### config.mk
export PLATFORM = sky130hd
export DESIGN_NAME = pio_port
export DESIGN_NICKNAME = d
export VERILOG_FILES = /design/src/inc/pio_pkg.sv /design/src/verilog/pio_port.sv /design/src/verilog/pio_sync.sv
export SDC_FILE = /design/constraint.sdc
export NUM_CORES = 1
export LEC_CHECK = 0
export BUFFER_PORTS_ARGS = -buffer_cell sky130_fd_sc_hd__buf_4
export CELL_PAD_IN_SITES_DETAIL_PLACEMENT = 0
export CELL_PAD_IN_SITES_GLOBAL_PLACEMENT = 1
export CORE_ASPECT_RATIO = 0.6
export CORE_UTILIZATION = 35
export CTS_BUF_LIST = sky130_fd_sc_hd__clkbuf_8
export CTS_CLUSTER_SIZE = 30
export DETAILED_ROUTE_END_ITERATION = 8
export PLACE_DENSITY = 0.74
export SYNTH_ARGS = -nofsm -noshare
export SYNTH_HDL_FRONTEND = slang
export SYNTH_SLANG_ARGS = --single-unit
### constraint.sdc
create_clock -name core_clk -period 3.9 [get_ports core_clk]
set_input_delay 0.39 -clock core_clk [delete_from_list [all_inputs] [get_ports core_clk]]
set_output_delay 0.39 -clock core_clk [all_outputs]
set_load 0.02 [all_outputs]
### src/inc/pio_pkg.sv
// Behaviour
// - Width field selects one to four T units
// - Minimum width allows back-to-back transactions
// - Wider strobes need idle gap between transactions
// - Service routines keep the same transaction spacing
// - Bit 12 clear: output strobe is input
// - Bit 11 clear: input strobe is input
// - Passive strobe raises interrupt only when unmasked
// - Bit 10 makes upper byte input only
// - S/C mode: lower byte full, upper input
// - Passive write requests interrupt on strobe rise
// - Passive read requests interrupt on strobe rise
// - Acknowledge rises on accept, falls on return
// - Acknowledge falling edge paces external writer
// - Input register shadowed across interrupt when active
// - Active read asserts input strobe and sets select to its port
// - Active write drives data through strobe plus hold
// - Passive read drives output register until negation
// - Select high for port one, low zero
// - Input data sampled on input strobe rise
package pio_pkg;
	// Clock and strobe unit; T is twice the clock-high time
	localparam int CLK_MHZ = 100;
	localparam int CLK_HIGH_NS = 5;
	localparam int T_UNIT_NS = 2 * CLK_HIGH_NS;
	localparam int T_UNIT_CYC_I = (T_UNIT_NS * CLK_MHZ + 999) / 1000;
	localparam logic [3:0] T_UNIT_CYCLES = 4'(T_UNIT_CYC_I);
	// Delay from pin to synchroniser output, used to line up active-read sampling
	localparam int SYNC_STAGES = 2;
	localparam int PIN_W = 18;
	// Register byte offsets
	localparam logic [7:0] ADDR_CTRL = 8'h00;
	localparam logic [7:0] ADDR_DATA0 = 8'h04;
	localparam logic [7:0] ADDR_DATA1 = 8'h08;
	localparam logic [7:0] ADDR_STATUS = 8'h0c;
	localparam logic [7:0] ADDR_OUTREG = 8'h10;
	// Control field positions
	localparam int CTRL_WIDTH_LSB = 13;
	localparam int CTRL_OUT_ACT = 12;
	localparam int CTRL_IN_ACT = 11;
	localparam int CTRL_SC = 10;
	localparam int CTRL_MASK_IN = 0;
	localparam int CTRL_MASK_OUT = 1;
	localparam logic [15:0] CTRL_WMASK = 16'h7c03;
	// Status field positions
	localparam int ST_BUSY = 0;
	localparam int ST_IRQ_IN = 1;
	localparam int ST_IRQ_OUT = 2;
	localparam int ST_INTERRUPT_ACKNOWLEDGE = 3;
	localparam int ST_VIOL = 4;
	localparam int ST_SHADOW = 5;
	// Reset values
	localparam logic [15:0] CTRL_RESET = 16'h0000;
	localparam logic [15:0] DATA_RESET = 16'h0000;
	localparam logic [PIN_W-1:0] PIN_IDLE = 18'h30000;
	// Bus answers
	localparam logic [1:0] RESP_OKAY = 2'b00;
	localparam logic [1:0] RESP_SLVERR = 2'b10;
	// Strobe engine states
	typedef enum logic [1:0] {
		ENG_IDLE = 2'b00,
		ENG_STROBE = 2'b01,
		ENG_GAP = 2'b10
	} pio_eng_t;
endpackage

### src/verilog/pio_port.sv
// The register offsets and the AXI4-Lite slave port were chosen for this implementation.
`timescale 1ns/1ps
`default_nettype none
// Parallel port with active and passive strobes, behind an AXI4-Lite slave
module pio_port (
	input wire logic core_clk,
	input wire logic rst,
	input wire logic [7:0] s_axi_awaddr,
	input wire logic s_axi_awvalid,
	output logic s_axi_awready,
	input wire logic [31:0] s_axi_wdata,
	input wire logic [3:0] s_axi_wstrb,
	input wire logic s_axi_wvalid,
	output logic s_axi_wready,
	output logic [1:0] s_axi_bresp,
	output logic s_axi_bvalid,
	input wire logic s_axi_bready,
	input wire logic [7:0] s_axi_araddr,
	input wire logic s_axi_arvalid,
	output logic s_axi_arready,
	output logic [31:0] s_axi_rdata,
	output logic [1:0] s_axi_rresp,
	output logic s_axi_rvalid,
	input wire logic s_axi_rready,
	input wire logic [15:0] parallel_data_bus_in,
	output logic [15:0] parallel_data_bus_out,
	output logic [15:0] parallel_data_bus_oe,
	input wire logic input_data_strobe_n_in,
	output logic input_data_strobe_n_out,
	output logic input_data_strobe_n_oe,
	input wire logic output_data_strobe_n_in,
	output logic output_data_strobe_n_out,
	output logic output_data_strobe_n_oe,
	output logic port_select,
	output logic irq_input_req,
	output logic irq_output_req,
	input wire logic int_accept,
	input wire logic int_done,
	output logic interrupt_acknowledge
);
	////////////////////////////////////////////////////////////////
	// Helpers
	// Merge the two low byte lanes of a write into a 16-bit register
	function automatic logic [15:0] merge_lanes(input logic [15:0] old,
		input logic [31:0] wd, input logic [3:0] strb);
		logic [15:0] res;
		res = old;
		if (strb[0]) begin
			res[7:0] = wd[7:0];
		end
		if (strb[1]) begin
			res[15:8] = wd[15:8];
		end
		return res;
	endfunction

	// Data windows start a port transaction; bit 3 picks the logical port
	function automatic logic is_data(input logic [7:0] a);
		return (a == pio_pkg::ADDR_DATA0) || (a == pio_pkg::ADDR_DATA1);
	endfunction

	////////////////////////////////////////////////////////////////
	// Pin synchronisers
	logic [pio_pkg::PIN_W-1:0] pin_sync; // {ods, ids, bus}
	logic ids_d_reg, ids_d_next; // Previous synced input strobe
	logic ods_d_reg, ods_d_next; // Previous synced output strobe
	logic ids_s, ods_s;
	logic [15:0] bus_s;

	pio_sync #(.W(pio_pkg::PIN_W), .RST_VAL(pio_pkg::PIN_IDLE)) u_sync (
		.core_clk(core_clk),
		.rst(rst),
		.async_in({output_data_strobe_n_in, input_data_strobe_n_in, parallel_data_bus_in}),
		.sync_out(pin_sync)
	);
	assign bus_s = pin_sync[15:0];
	assign ids_s = pin_sync[16];
	assign ods_s = pin_sync[17];

	////////////////////////////////////////////////////////////////
	// State
	logic [15:0] ctrl_reg, ctrl_next; // Width, strobe directions, S/C, masks
	logic [15:0] out_reg, out_next; // Parallel output register
	logic [15:0] in_reg, in_next; // Parallel input register
	logic [15:0] shadow_reg, shadow_next; // Input register saved at interrupt entry
	logic shadow_vld_reg, shadow_vld_next;
	logic viol_reg, viol_next; // Sticky: transaction refused for spacing
	logic aw_held_reg, aw_held_next;
	logic [7:0] aw_addr_reg, aw_addr_next;
	logic w_held_reg, w_held_next;
	logic [31:0] w_data_reg, w_data_next;
	logic [3:0] w_strb_reg, w_strb_next;
	logic awready_next, wready_next, bvalid_next, arready_next, rvalid_next;
	logic [1:0] bresp_next, rresp_next;
	logic [31:0] rdata_next;
	pio_pkg::pio_eng_t eng_reg, eng_next; // Strobe engine state
	logic [3:0] cnt_reg, cnt_next; // Cycles left in the current engine phase
	logic eng_wr_reg, eng_wr_next; // Transaction kind: high write, low read
	logic sel_reg, sel_next; // Logical port of the latest active transaction
	logic ids_out_reg, ids_out_next; // Driven input strobe level
	logic ods_out_reg, ods_out_next; // Driven output strobe level
	logic ids_oe_reg, ids_oe_next; // Input strobe driven by this port
	logic ods_oe_reg, ods_oe_next; // Output strobe driven by this port
	logic [15:0] pdb_out_reg, pdb_out_next; // Bus value driven
	logic [15:0] pdb_oe_reg, pdb_oe_next; // Bus lanes driven
	logic irq_in_reg, irq_in_next; // Passive write interrupt pending
	logic irq_out_reg, irq_out_next; // Passive read interrupt pending
	logic interrupt_acknowledge_reg, interrupt_acknowledge_next; // Acknowledge output level
	logic ids_rise, ods_rise; // Host strobe trailing edges, passive only
	logic wr_fire, rd_take; // Write performed, read address taken
	logic wr_busy, rd_busy; // Request refused for spacing
	logic wr_known, rd_known; // Address decodes to a writable register, or for reads any register
	logic act_wr_go, act_rd_go; // Active transaction launched
	logic accept; // Interrupt taken while a request is pending
	logic capture; // Active read samples the bus
	logic [3:0] width_cyc; // Strobe length in clocks
	logic [31:0] rd_word; // Decoded read value

	////////////////////////////////////////////////////////////////
	// Strobe length and passive edge detection
	// Edge history resets high, the idle pin level, so reset gives no false edge
	always_comb begin
		width_cyc = 4'((4'(ctrl_reg[pio_pkg::CTRL_WIDTH_LSB +: 2]) + 4'h1)
			* pio_pkg::T_UNIT_CYCLES);
		ids_d_next = ids_s;
		ods_d_next = ods_s;
		ids_rise = ids_s && !ids_d_reg && !ctrl_reg[pio_pkg::CTRL_IN_ACT];
		ods_rise = ods_s && !ods_d_reg && !ctrl_reg[pio_pkg::CTRL_OUT_ACT];
		accept = int_accept && (irq_in_reg || irq_out_reg);
	end

	////////////////////////////////////////////////////////////////
	// Write channels: address and data held until both are in
	always_comb begin
		aw_held_next = aw_held_reg;
		aw_addr_next = aw_addr_reg;
		w_held_next = w_held_reg;
		w_data_next = w_data_reg;
		w_strb_next = w_strb_reg;
		awready_next = 1'b0;
		wready_next = 1'b0;
		bvalid_next = s_axi_bvalid;
		bresp_next = s_axi_bresp;
		wr_fire = 1'b0;
		// Data windows refuse a new active write while the engine runs
		wr_busy = is_data(aw_addr_reg) && ctrl_reg[pio_pkg::CTRL_OUT_ACT]
			&& (eng_reg != pio_pkg::ENG_IDLE);
		wr_known = (aw_addr_reg == pio_pkg::ADDR_CTRL) || is_data(aw_addr_reg);
		if (s_axi_awvalid && s_axi_awready) begin
			aw_held_next = 1'b1;
			aw_addr_next = s_axi_awaddr;
		end else if (s_axi_awvalid && !aw_held_reg && !s_axi_bvalid) begin
			awready_next = 1'b1; // One-cycle ready pulse
		end
		if (s_axi_wvalid && s_axi_wready) begin
			w_held_next = 1'b1;
			w_data_next = s_axi_wdata;
			w_strb_next = s_axi_wstrb;
		end else if (s_axi_wvalid && !w_held_reg && !s_axi_bvalid) begin
			wready_next = 1'b1;
		end
		if (s_axi_bvalid && s_axi_bready) begin
			bvalid_next = 1'b0;
		end
		// Both halves in: perform the write and answer
		if (aw_held_reg && w_held_reg && !s_axi_bvalid) begin
			wr_fire = 1'b1;
			aw_held_next = 1'b0;
			w_held_next = 1'b0;
			bvalid_next = 1'b1;
			bresp_next = (wr_known && !wr_busy) ? pio_pkg::RESP_OKAY : pio_pkg::RESP_SLVERR;
		end
		act_wr_go = wr_fire && wr_known && !wr_busy && is_data(aw_addr_reg)
			&& ctrl_reg[pio_pkg::CTRL_OUT_ACT];
	end

	////////////////////////////////////////////////////////////////
	// Read channel: answer one cycle after the address is taken
	always_comb begin
		arready_next = 1'b0;
		rvalid_next = s_axi_rvalid;
		rdata_next = s_axi_rdata;
		rresp_next = s_axi_rresp;
		rd_take = s_axi_arvalid && s_axi_arready;
		rd_known = 1'b1;
		rd_busy = 1'b0;
		rd_word = 32'h0000_0000;
		if (s_axi_araddr == pio_pkg::ADDR_CTRL) begin
			rd_word = {16'h0000, ctrl_reg};
		end else if (is_data(s_axi_araddr)) begin
			// A read launches an active input, so it also keeps the spacing
			rd_busy = ctrl_reg[pio_pkg::CTRL_IN_ACT]
				&& ((eng_reg != pio_pkg::ENG_IDLE) || act_wr_go);
			rd_word = rd_busy ? 32'h0000_0000 : {16'h0000, in_reg};
		end else if (s_axi_araddr == pio_pkg::ADDR_STATUS) begin
			rd_word[pio_pkg::ST_BUSY] = (eng_reg != pio_pkg::ENG_IDLE);
			rd_word[pio_pkg::ST_IRQ_IN] = irq_in_reg;
			rd_word[pio_pkg::ST_IRQ_OUT] = irq_out_reg;
			rd_word[pio_pkg::ST_INTERRUPT_ACKNOWLEDGE] = interrupt_acknowledge_reg;
			rd_word[pio_pkg::ST_VIOL] = viol_reg;
			rd_word[pio_pkg::ST_SHADOW] = shadow_vld_reg;
		end else if (s_axi_araddr == pio_pkg::ADDR_OUTREG) begin
			rd_word = {16'h0000, out_reg};
		end else begin
			rd_known = 1'b0;
		end
		if (s_axi_rvalid && s_axi_rready) begin
			rvalid_next = 1'b0;
		end
		if (rd_take) begin
			rvalid_next = 1'b1;
			rdata_next = rd_word;
			rresp_next = (rd_known && !rd_busy) ? pio_pkg::RESP_OKAY : pio_pkg::RESP_SLVERR;
		end else if (s_axi_arvalid && !s_axi_rvalid) begin
			arready_next = 1'b1;
		end
		act_rd_go = rd_take && is_data(s_axi_araddr) && !rd_busy
			&& ctrl_reg[pio_pkg::CTRL_IN_ACT];
	end

	////////////////////////////////////////////////////////////////
	// Control, data and shadow registers
	always_comb begin
		ctrl_next = ctrl_reg;
		out_next = out_reg;
		in_next = in_reg;
		shadow_next = shadow_reg;
		shadow_vld_next = shadow_vld_reg;
		viol_next = viol_reg;
		if (wr_fire && (aw_addr_reg == pio_pkg::ADDR_CTRL)) begin
			ctrl_next = (merge_lanes(ctrl_reg, w_data_reg, w_strb_reg) & pio_pkg::CTRL_WMASK)
				| (ctrl_reg & ~pio_pkg::CTRL_WMASK);
			viol_next = 1'b0; // A control write clears the refusal flag
		end
		if (wr_fire && is_data(aw_addr_reg) && !wr_busy) begin
			out_next = merge_lanes(out_reg, w_data_reg, w_strb_reg);
		end
		// Set wins over a clear in the same cycle
		if ((wr_fire && wr_busy) || (rd_take && rd_busy)) begin
			viol_next = 1'b1;
		end
		// Passive write and active read both sample on the strobe rise
		if (ids_rise || capture) begin
			in_next = bus_s;
		end
		// Shadow only while the input strobe is active
		if (accept && ctrl_reg[pio_pkg::CTRL_IN_ACT]) begin
			shadow_next = in_reg;
			shadow_vld_next = 1'b1;
		end else if (!ctrl_reg[pio_pkg::CTRL_IN_ACT]) begin
			shadow_vld_next = 1'b0; // Switch to passive drops the shadow
		end
		if (int_done && shadow_vld_reg && ctrl_reg[pio_pkg::CTRL_IN_ACT]) begin
			in_next = shadow_reg;
			shadow_vld_next = 1'b0;
		end
	end

	////////////////////////////////////////////////////////////////
	// Interrupt requests and acknowledge
	always_comb begin
		irq_in_next = irq_in_reg;
		irq_out_next = irq_out_reg;
		interrupt_acknowledge_next = interrupt_acknowledge_reg;
		if (accept) begin
			irq_in_next = 1'b0;
			irq_out_next = 1'b0;
			interrupt_acknowledge_next = 1'b1;
		end
		if (int_done) begin
			interrupt_acknowledge_next = 1'b0;
		end
		// A new edge in the accept cycle still wins
		if (ids_rise && ctrl_reg[pio_pkg::CTRL_MASK_IN]) begin
			irq_in_next = 1'b1;
		end
		if (ods_rise && ctrl_reg[pio_pkg::CTRL_MASK_OUT]) begin
			irq_out_next = 1'b1;
		end
	end

	////////////////////////////////////////////////////////////////
	// Strobe engine: strobe phase, then hold or sampling phase
	// Minimum width gives a one-clock strobe, so port accesses run back to back
	always_comb begin
		eng_next = eng_reg;
		cnt_next = cnt_reg;
		eng_wr_next = eng_wr_reg;
		sel_next = sel_reg;
		capture = 1'b0;
		case (eng_reg)
			pio_pkg::ENG_IDLE: begin
				if (act_wr_go) begin
					eng_next = pio_pkg::ENG_STROBE;
					cnt_next = width_cyc;
					eng_wr_next = 1'b1;
					sel_next = (aw_addr_reg == pio_pkg::ADDR_DATA1);
				end else if (act_rd_go) begin
					eng_next = pio_pkg::ENG_STROBE;
					cnt_next = width_cyc;
					eng_wr_next = 1'b0;
					sel_next = (s_axi_araddr == pio_pkg::ADDR_DATA1);
				end
			end
			pio_pkg::ENG_STROBE: begin
				if (cnt_reg <= 4'h1) begin
					eng_next = pio_pkg::ENG_GAP;
					// Writes hold data one clock; reads wait out the synchroniser
					cnt_next = eng_wr_reg ? 4'h1 : 4'(pio_pkg::SYNC_STAGES);
				end else begin
					cnt_next = cnt_reg - 4'h1;
				end
			end
			pio_pkg::ENG_GAP: begin
				if (cnt_reg <= 4'h1) begin
					eng_next = pio_pkg::ENG_IDLE;
					cnt_next = 4'h0;
					capture = !eng_wr_reg;
				end else begin
					cnt_next = cnt_reg - 4'h1;
				end
			end
			default: begin
				eng_next = pio_pkg::ENG_IDLE;
			end
		endcase
	end

	////////////////////////////////////////////////////////////////
	// Pin drive: strobes from the next engine state, bus lanes by mode
	always_comb begin
		ids_oe_next = ctrl_reg[pio_pkg::CTRL_IN_ACT];
		ods_oe_next = ctrl_reg[pio_pkg::CTRL_OUT_ACT];
		ids_out_next = 1'b1;
		ods_out_next = 1'b1;
		pdb_out_next = pdb_out_reg;
		pdb_oe_next = 16'h0000;
		if (eng_next == pio_pkg::ENG_STROBE) begin
			if (eng_wr_next) begin
				ods_out_next = 1'b0;
			end else begin
				ids_out_next = 1'b0;
			end
		end
		if ((eng_next != pio_pkg::ENG_IDLE) && eng_wr_next) begin
			pdb_out_next = out_next;
			pdb_oe_next = 16'hffff;
		end else if (!ctrl_reg[pio_pkg::CTRL_OUT_ACT] && !ods_s) begin
			pdb_out_next = out_reg;
			pdb_oe_next = 16'hffff;
		end
		// Status/control mode keeps the upper byte input only
		if (ctrl_reg[pio_pkg::CTRL_SC]) begin
			pdb_oe_next[15:8] = 8'h00;
		end
	end

	////////////////////////////////////////////////////////////////
	// Bus interface registers
	always_ff @(posedge core_clk) begin
		if (rst) begin
			aw_held_reg <= 1'b0;
			aw_addr_reg <= 8'h00;
			w_held_reg <= 1'b0;
			w_data_reg <= 32'h0000_0000;
			w_strb_reg <= 4'h0;
			s_axi_awready <= 1'b0;
			s_axi_wready <= 1'b0;
			s_axi_bvalid <= 1'b0;
			s_axi_bresp <= pio_pkg::RESP_OKAY;
			s_axi_arready <= 1'b0;
			s_axi_rvalid <= 1'b0;
			s_axi_rdata <= 32'h0000_0000;
			s_axi_rresp <= pio_pkg::RESP_OKAY;
		end else begin
			aw_held_reg <= aw_held_next;
			aw_addr_reg <= aw_addr_next;
			w_held_reg <= w_held_next;
			w_data_reg <= w_data_next;
			w_strb_reg <= w_strb_next;
			s_axi_awready <= awready_next;
			s_axi_wready <= wready_next;
			s_axi_bvalid <= bvalid_next;
			s_axi_bresp <= bresp_next;
			s_axi_arready <= arready_next;
			s_axi_rvalid <= rvalid_next;
			s_axi_rdata <= rdata_next;
			s_axi_rresp <= rresp_next;
		end
	end

	////////////////////////////////////////////////////////////////
	// Port state registers
	always_ff @(posedge core_clk) begin
		if (rst) begin
			ctrl_reg <= pio_pkg::CTRL_RESET;
			out_reg <= pio_pkg::DATA_RESET;
			in_reg <= pio_pkg::DATA_RESET;
			shadow_reg <= pio_pkg::DATA_RESET;
			shadow_vld_reg <= 1'b0;
			viol_reg <= 1'b0;
			ids_d_reg <= 1'b1;
			ods_d_reg <= 1'b1;
			irq_in_reg <= 1'b0;
			irq_out_reg <= 1'b0;
			interrupt_acknowledge_reg <= 1'b0;
			eng_reg <= pio_pkg::ENG_IDLE;
			cnt_reg <= 4'h0;
			eng_wr_reg <= 1'b0;
			sel_reg <= 1'b0;
		end else begin
			ctrl_reg <= ctrl_next;
			out_reg <= out_next;
			in_reg <= in_next;
			shadow_reg <= shadow_next;
			shadow_vld_reg <= shadow_vld_next;
			viol_reg <= viol_next;
			ids_d_reg <= ids_d_next;
			ods_d_reg <= ods_d_next;
			irq_in_reg <= irq_in_next;
			irq_out_reg <= irq_out_next;
			interrupt_acknowledge_reg <= interrupt_acknowledge_next;
			eng_reg <= eng_next;
			cnt_reg <= cnt_next;
			eng_wr_reg <= eng_wr_next;
			sel_reg <= sel_next;
		end
	end

	////////////////////////////////////////////////////////////////
	// Pin registers; every pin output comes from a flip-flop
	always_ff @(posedge core_clk) begin
		if (rst) begin
			ids_out_reg <= 1'b1;
			ods_out_reg <= 1'b1;
			ids_oe_reg <= 1'b0;
			ods_oe_reg <= 1'b0;
			pdb_out_reg <= pio_pkg::DATA_RESET;
			pdb_oe_reg <= 16'h0000;
		end else begin
			ids_out_reg <= ids_out_next;
			ods_out_reg <= ods_out_next;
			ids_oe_reg <= ids_oe_next;
			ods_oe_reg <= ods_oe_next;
			pdb_out_reg <= pdb_out_next;
			pdb_oe_reg <= pdb_oe_next;
		end
	end

	// Outputs straight from the registers above
	assign input_data_strobe_n_out = ids_out_reg;
	assign input_data_strobe_n_oe = ids_oe_reg;
	assign output_data_strobe_n_out = ods_out_reg;
	assign output_data_strobe_n_oe = ods_oe_reg;
	assign parallel_data_bus_out = pdb_out_reg;
	assign parallel_data_bus_oe = pdb_oe_reg;
	assign port_select = sel_reg;
	assign irq_input_req = irq_in_reg;
	assign irq_output_req = irq_out_reg;
	assign interrupt_acknowledge = interrupt_acknowledge_reg;
endmodule
`default_nettype wire

### src/verilog/pio_sync.sv
`timescale 1ns/1ps
`default_nettype none
// Two-flop synchroniser for the pin inputs
module pio_sync #(
	parameter int W = 18,
	parameter logic [W-1:0] RST_VAL = '0
) (
	input wire logic core_clk,
	input wire logic rst,
	input wire logic [W-1:0] async_in,
	output logic [W-1:0] sync_out
);
	logic [W-1:0] stage1_reg; // Only the second stage reads this

	////////////////////////////////////////////////////////////////
	// Both stages reset to the idle pin levels
	always_ff @(posedge core_clk) begin
		if (rst) begin
			stage1_reg <= RST_VAL;
			sync_out <= RST_VAL;
		end else begin
			stage1_reg <= async_in;
			sync_out <= stage1_reg;
		end
	end
endmodule
`default_nettype wire

Word-level counts from Yosys, hierarchy flattened:

Cells that the tools add are included.

* register bits: 220
* logic and storage cells: 199
* output and inout port bits: 81
* bits of input ports: 79

* $add $sub $neg: 2
* mux-type cells: 62
* order comparisons: 1
* bitwise gates (word level): 2
* reduce and logical (&&, ||, !) cells: 84
* equal/unequal tests: 11

Operators with widths (number)
* two-way mux 16 bit: 9
* two-way mux 32 bit: 2
* logical AND 1 bit: 41
* two-way mux 1 bit: 30
* two-way mux 26 bit: 1
* equality test 8 x 4 -> 1 bit (second input constant): 3
* nonzero test 2 bit: 10
* two-way mux 2 bit: 9
* equality test 8 x 3 -> 1 bit (second input constant): 2
* zero test 8 bit: 2
* two-way mux 4 bit: 4
* two-way mux 8 bit: 2
* bitwise OR 15 x 16 -> 16 bit: 1
* OR reduction 2 bit: 8
* two-way mux 7 bit: 2
* zero test 1 bit: 12
* case mux 4 bit (3 select lines): 1
* equality test 8 x 5 -> 1 bit (second input constant): 1
* logical OR 1 bit: 7
* two-way mux 6 bit: 1
* case mux 2 bit (3 select lines): 1
* equality test 2 x 1 -> 1 bit (second input constant): 2
* less-or-equal comparator 4 x 1 -> 1 bit (second input constant): 1
* AND reduction 2 bit: 2
* other kinds (8): 8

Depth between registers and ports, before layout:

* depth after elaboration: 21
* gate-level depth with buffers: 10
* mapped depth without buffers: 8

By module:

A second synthesis with hierarchy kept.

* cells, all modules: 791
* area total of the unflattened synthesis: 7169.4 sq um

By module, submodules not included
* pio_port: cells each 716, area each 6195.9 sq um, times used 1, sequential area each 2862.7 sq um
* pio_sync: cells each 75, area each 973.4 sq um, times used 1, sequential area each 720.7 sq um

Worst setup path after synthesis:

Ideal clock, no wire load.

* path type: input -> register
* start point: input s_axi_araddr[5]
* end point: register pdb_out_reg[10], in the netlist parallel_data_bus_out[10]
* setup slack: 1.440 ns
* arrival time: 2.338 ns
* data required time: 3.779 ns
* stages on the path: 8
* library setup time: 0.121 ns
* path buffers: 2
* cells stage by stage: or4_4 nor4_4 and2_1 o311ai_1 a21o_1 buf_6 buf_6 mux2_4

* longest elaborated chain between the ends: 13
* elaborated cells on any way between the ends: 20
* classes of those cells: eq/ne (2); mux (9); reduce/logical (9)

Ends and longest elaborated chain
* from (decl): RTL line pio_port.sv:18 `input wire logic [7:0] s_axi_araddr,`
* equality test 8 x 3 -> 1 bit / equality test 8 x 4 -> 1 bit (equally long branches): RTL line pio_port.sv:59 `return (a == pio_pkg::ADDR_DATA0) || (a == pio_pkg::ADDR_DATA1);`
* logical OR 1 bit: RTL line pio_port.sv:59
* two-way mux 1 bit: RTL line pio_port.sv:190 `end else if (is_data(s_axi_araddr)) begin`
* two-way mux 1 bit: RTL line pio_port.sv:188 `if (s_axi_araddr == pio_pkg::ADDR_CTRL) begin`
* zero test 1 bit: RTL line pio_port.sv:217 `act_rd_go = rd_take && is_data(s_axi_araddr) && !rd_busy`
* logical AND 1 bit *: RTL line pio_port.sv:217
* logical AND 1 bit *: RTL line pio_port.sv:218 `&& ctrl_reg[pio_pkg::CTRL_IN_ACT];`
* two-way mux 2 bit: RTL line pio_port.sv:298 `end else if (act_rd_go) begin`
* two-way mux 2 bit: RTL line pio_port.sv:293 `if (act_wr_go) begin`
* case mux 2 bit (3 select lines): RTL line pio_port.sv:291 `case (eng_reg)`
* nonzero test 2 bit: RTL line pio_port.sv:345 `if ((eng_next != pio_pkg::ENG_IDLE) && eng_wr_next) begin`
* logical AND 1 bit *: RTL line pio_port.sv:345
* two-way mux 16 bit / nonzero test 2 bit (equally long branches)
* to (signal assigned): RTL line pio_port.sv:438 `pdb_out_reg <= pio_pkg::DATA_RESET;`
* to (signal assigned): RTL line pio_port.sv:445 `pdb_out_reg <= pdb_out_next;`
* to (decl): RTL line pio_port.sv:104 `logic [15:0] pdb_out_reg, pdb_out_next;`

Mark *: on every way between the ends. The rest lies on a longest branch, timed or not.
A chain may end at the register's enable or synchronous reset.

Worst setup path in the final report:

* start point: register aw_addr_reg[0]
* end point: register pdb_out_reg[14], in the netlist parallel_data_bus_out[14]

* longest elaborated chain between the ends: 21
* elaborated cells on any way between the ends: 32
* classes of those cells: eq/ne (2); mux (10); reduce/logical (20)

Ends and longest elaborated chain
* from (decl): RTL line pio_port.sv:89 `logic [7:0] aw_addr_reg, aw_addr_next;`
* from (signal assigned): RTL line pio_port.sv:377 `aw_addr_reg <= aw_addr_next;`
* equality test 8 x 3 -> 1 bit / equality test 8 x 4 -> 1 bit (equally long branches): RTL line pio_port.sv:59
* logical OR 1 bit: RTL line pio_port.sv:59
* logical AND 1 bit: RTL line pio_port.sv:146 `wr_busy = is_data(aw_addr_reg) && ctrl_reg[pio_pkg::CTRL_OUT_ACT]`
* logical AND 1 bit: RTL line pio_port.sv:147 `&& (eng_reg != pio_pkg::ENG_IDLE);`
* zero test 1 bit: RTL line pio_port.sv:173, pio_port.sv:235
* logical AND 1 bit (2 in a row): RTL line pio_port.sv:173 `act_wr_go = wr_fire && wr_known && !wr_busy && is_data(aw_addr_reg)`
* logical AND 1 bit: RTL line pio_port.sv:174 `&& ctrl_reg[pio_pkg::CTRL_OUT_ACT];`
* logical OR 1 bit: RTL line pio_port.sv:193 `&& ((eng_reg != pio_pkg::ENG_IDLE) || act_wr_go);`
* (+4 left out)
* logical AND 1 bit: RTL line pio_port.sv:217
* logical AND 1 bit: RTL line pio_port.sv:218
* two-way mux 2 bit: RTL line pio_port.sv:298
* two-way mux 2 bit: RTL line pio_port.sv:293
* case mux 2 bit (3 select lines): RTL line pio_port.sv:291
* nonzero test 2 bit: RTL line pio_port.sv:345
* logical AND 1 bit: RTL line pio_port.sv:345
* two-way mux 16 bit / nonzero test 2 bit (equally long branches)

Several ways; a longest one is shown, not always the timed one.

==> summary.txt <==
Setup path
  – Critical path class: reg2reg
  – Startpoint types: register
  – R2r startpoint: aw_addr_reg[0]
  – CP Data Required Time: 4250 ps
  – Max Fanout on Critical Path: 8
  – CP Data Arrival Time: ~3400 ps
  – Crit end category: register
  – Reg2reg setup slack: 820 ps
  – R2R depth: 6
  – Crit. Startpoint: aw_addr_reg[0]
  – RR Endpoint: parallel_data_bus_out[14]

Global routing
  – Initial antenna violation count: 0
  – Global-route wire length before repair: 29.7 mm
  – Vias in the first global route: between 5,000 and 6,000
  – GRT Total Usage: 18.2%
  – Overflow after GRT: 0
  – Largest net degree at the start of global routing: 89

Timing
  – Max Fclk: about 320 MHz
  – Post-route clock period utilization: 79.0%
  – Final setup TNS: 0 ps
  – Slew @ Worst Pin: around 1000 ps
  – Setup slack after layout: 819 ps
  – Final setup violation count: 0
  – Skew final: around 18 ps
  – Fin. Hold Viols: 0
  – Unrepaired setup endpoints after global routing: false
  – Post-layout minimum cycle time: slightly above 3000 ps
  – Final max-slew violation count: 0
  – Slew headroom: 32.0%

Synth
  – Post-synthesis mux area share: 7.47%
  – Adder-Cell Fraction of Synth Area: 1.35%
  – Post-synthesis sequential area ratio: 49.5%
  – Post-synth ARST share: 0%
  – Post-synth EDFFs: 0
  – Yosys reg bits: 179
  – Main synth FF type: dfxtp_1
  – Synth unique cells: 60
  – Post-synthesis compound-gate area fraction: a little over an eighth
  – Avg Synthesized Cell Area: approximately 9 um^2
  – Post-Syn Instances: about 820
  – Xor/xnor share of the synthesized area: 0.242%
  – Mapped cell area: roughly 7200 um^2
  – Synth warnings: 0
  – Simple-gate share of the synthesized area: 21.5%
  – Largest family of logic cells by synthesized area: simple AND/OR/NAND/NOR gates

Worst hold path
  – Hold Path Origin: input_data_strobe_n_in
  – Hold depth: 2
  – Hold Path Class: in2reg
  – Hold EP: u_sync.stage1_reg[16]

Clock tree
  – Post-CTS Hold Fix Bufs: 0
  – CTS HTree Levels: 4
  – Reg clk slew, reported paths: 100 ps
  – Clock Latency Late Sink: 460 ps
  – CTS tree: built
  – Post-CTS Setup Inserts: 0
  – # clock sinks: 179
  – Root buf cell: clkbuf_8
  – CTS-repair resized insts: 0
  – Cts bufs inserted: 17
  – CTS max path bufs: 2

Drt
  – Vias per inst: 4.73
  – DRC: 0
  – Drt wl/cell: about 16 um
  – Drt initial violations: 315
  – Via count: 5,633
  – Routed Antenna Nets: 0
  – Drt first pass iters: 4
  – DRT Wirelength: roughly 19 mm

Placement
  – RePlAce Congestion: between 0.8 and 0.9
  – Place WS: 929 ps
  – PortBufs: 123
  – Hpwl dp: between 10 and 15 mm
  – Cells after DPL: 1,159

Finish
  – Most common cell after layout, fill and taps aside: dfxtp_1
  – ANT cells: 0
  – Layout cells sized above 1: 21.4%
  – Final Non-Filler Cells: between 1,000 and 1,500
  – P&R area growth vs syn: 18.9%
  – Most frequent cells in the layout: dfxtp_1, nand2_1, buf_4, a21oi_1, nor2_1
  – Register area: 3580 um^2
  – Filler Cell Count: between 2,000 and 2,500
  – Multi-input gate area: 3260 um^2
  – Nets@finish: just under 1,000

Floorplan
  – Chip height: roughly 110 um
  – Die area: 21,300 um^2
  – CORE AREA: ~20,000 um^2
  – Num rows: 40
  – Starting Density: a little over a third
  – Io pins: 160
  – Die X: roughly 190 um

Status
  – Status: completed

Power
  – Max VDD drop: 0.240 mV
  – Leakage power: 3.50 nW
  – Power density cells: 392 nW/um^2

Flow run
  – Max-Cap Viols: 0
## worst max path at each step
stage                                            to  depth (start not counted)
after floorplan           parallel_data_bus_out[10]                          8
after global placement               s_axi_rdata[9]                          7
after detailed placement             s_axi_rdata[1]                          6
after CTS                 parallel_data_bus_out[14]                          6
after global routing      parallel_data_bus_out[13]                          6
final                     parallel_data_bus_out[14]                          6
## cells in the mapped netlist, drive strengths merged, types with 5 or more instances
cell type,n,area (um^2)
clkbuf,43,161
nor3,12,76.3
a22oi,9,67.6
nand3,21,105
dfxtp,179,3580
nor4,5,46.3
nand2b,5,31.3
nand2,147,552
o21ai,20,100
a21oi,85,425
inv,10,37.5
mux2i,33,330
mux2,16,210
a211oi,17,128
nor2,70,263
nor2b,38,238
buf,37,275
or2,12,75.1
ha,7,87.6
## metrics by stage
stage          hold slack (ps)  power [mW]  cell area, um^2  util [%]
2_1_floorplan              389        2.06             7300         -
3_3_place_gp               391        2.14             8210      40.8
3_5_place_dp               394        2.14             8210      40.8
4_1_cts                   82.3        3.41             8600      42.8
5_1_grt                   82.4        3.52             8600      42.8
6_report                   111        3.38             8600      42.8
## per-layer routing
layer / global-route usage, % / vias to the layer above / wire [um]
met1: 27.9 / 2571 / 10000
met5: 0 / - / 0
met3: 6.39 / 7 / 1640
met2: 23.4 / 153 / 6980
met4: 4.34 / 0 / 115
li1: - / 2902 / -
## final cells by class
cell class	count	area share (%)
inverter	10	0.436
timing repair buffer	132	11.5
multi-input combinational	565	37.9
clock inverter	14	1.69
tap	273	3.97
sequential	179	41.6
clock buffer	18	2.88
## worst max-delay path, stage by stage, from the launching register on
cell	delay, ps
dfxtp_1	330
or4_4	560
nor3b_1	700
nand3_1	670
mux2i_1	330
nor2_1	80
mux2_4	300
## power breakdown
group	internal (mW)	leakage [nW]	total, mW	switching, mW
Combinational	0.0863	1.85	0.206	0.120
Clock	0.545	0.195	1.28	0.734
Sequential	1.86	1.45	1.89	0.0248
## logic make-up (layout without fill, tap and decap cells)
kind of cell	count (synthesis)	after routing
simple gates	332	332
flops	179	179
compound gates	156	156
buf+inv	90	174
mux	49	49
fa+ha+maj	8	8
xor+xnor	2	2
other cells	1	18
No activity file was read; power rests on OpenSTA's default activity.
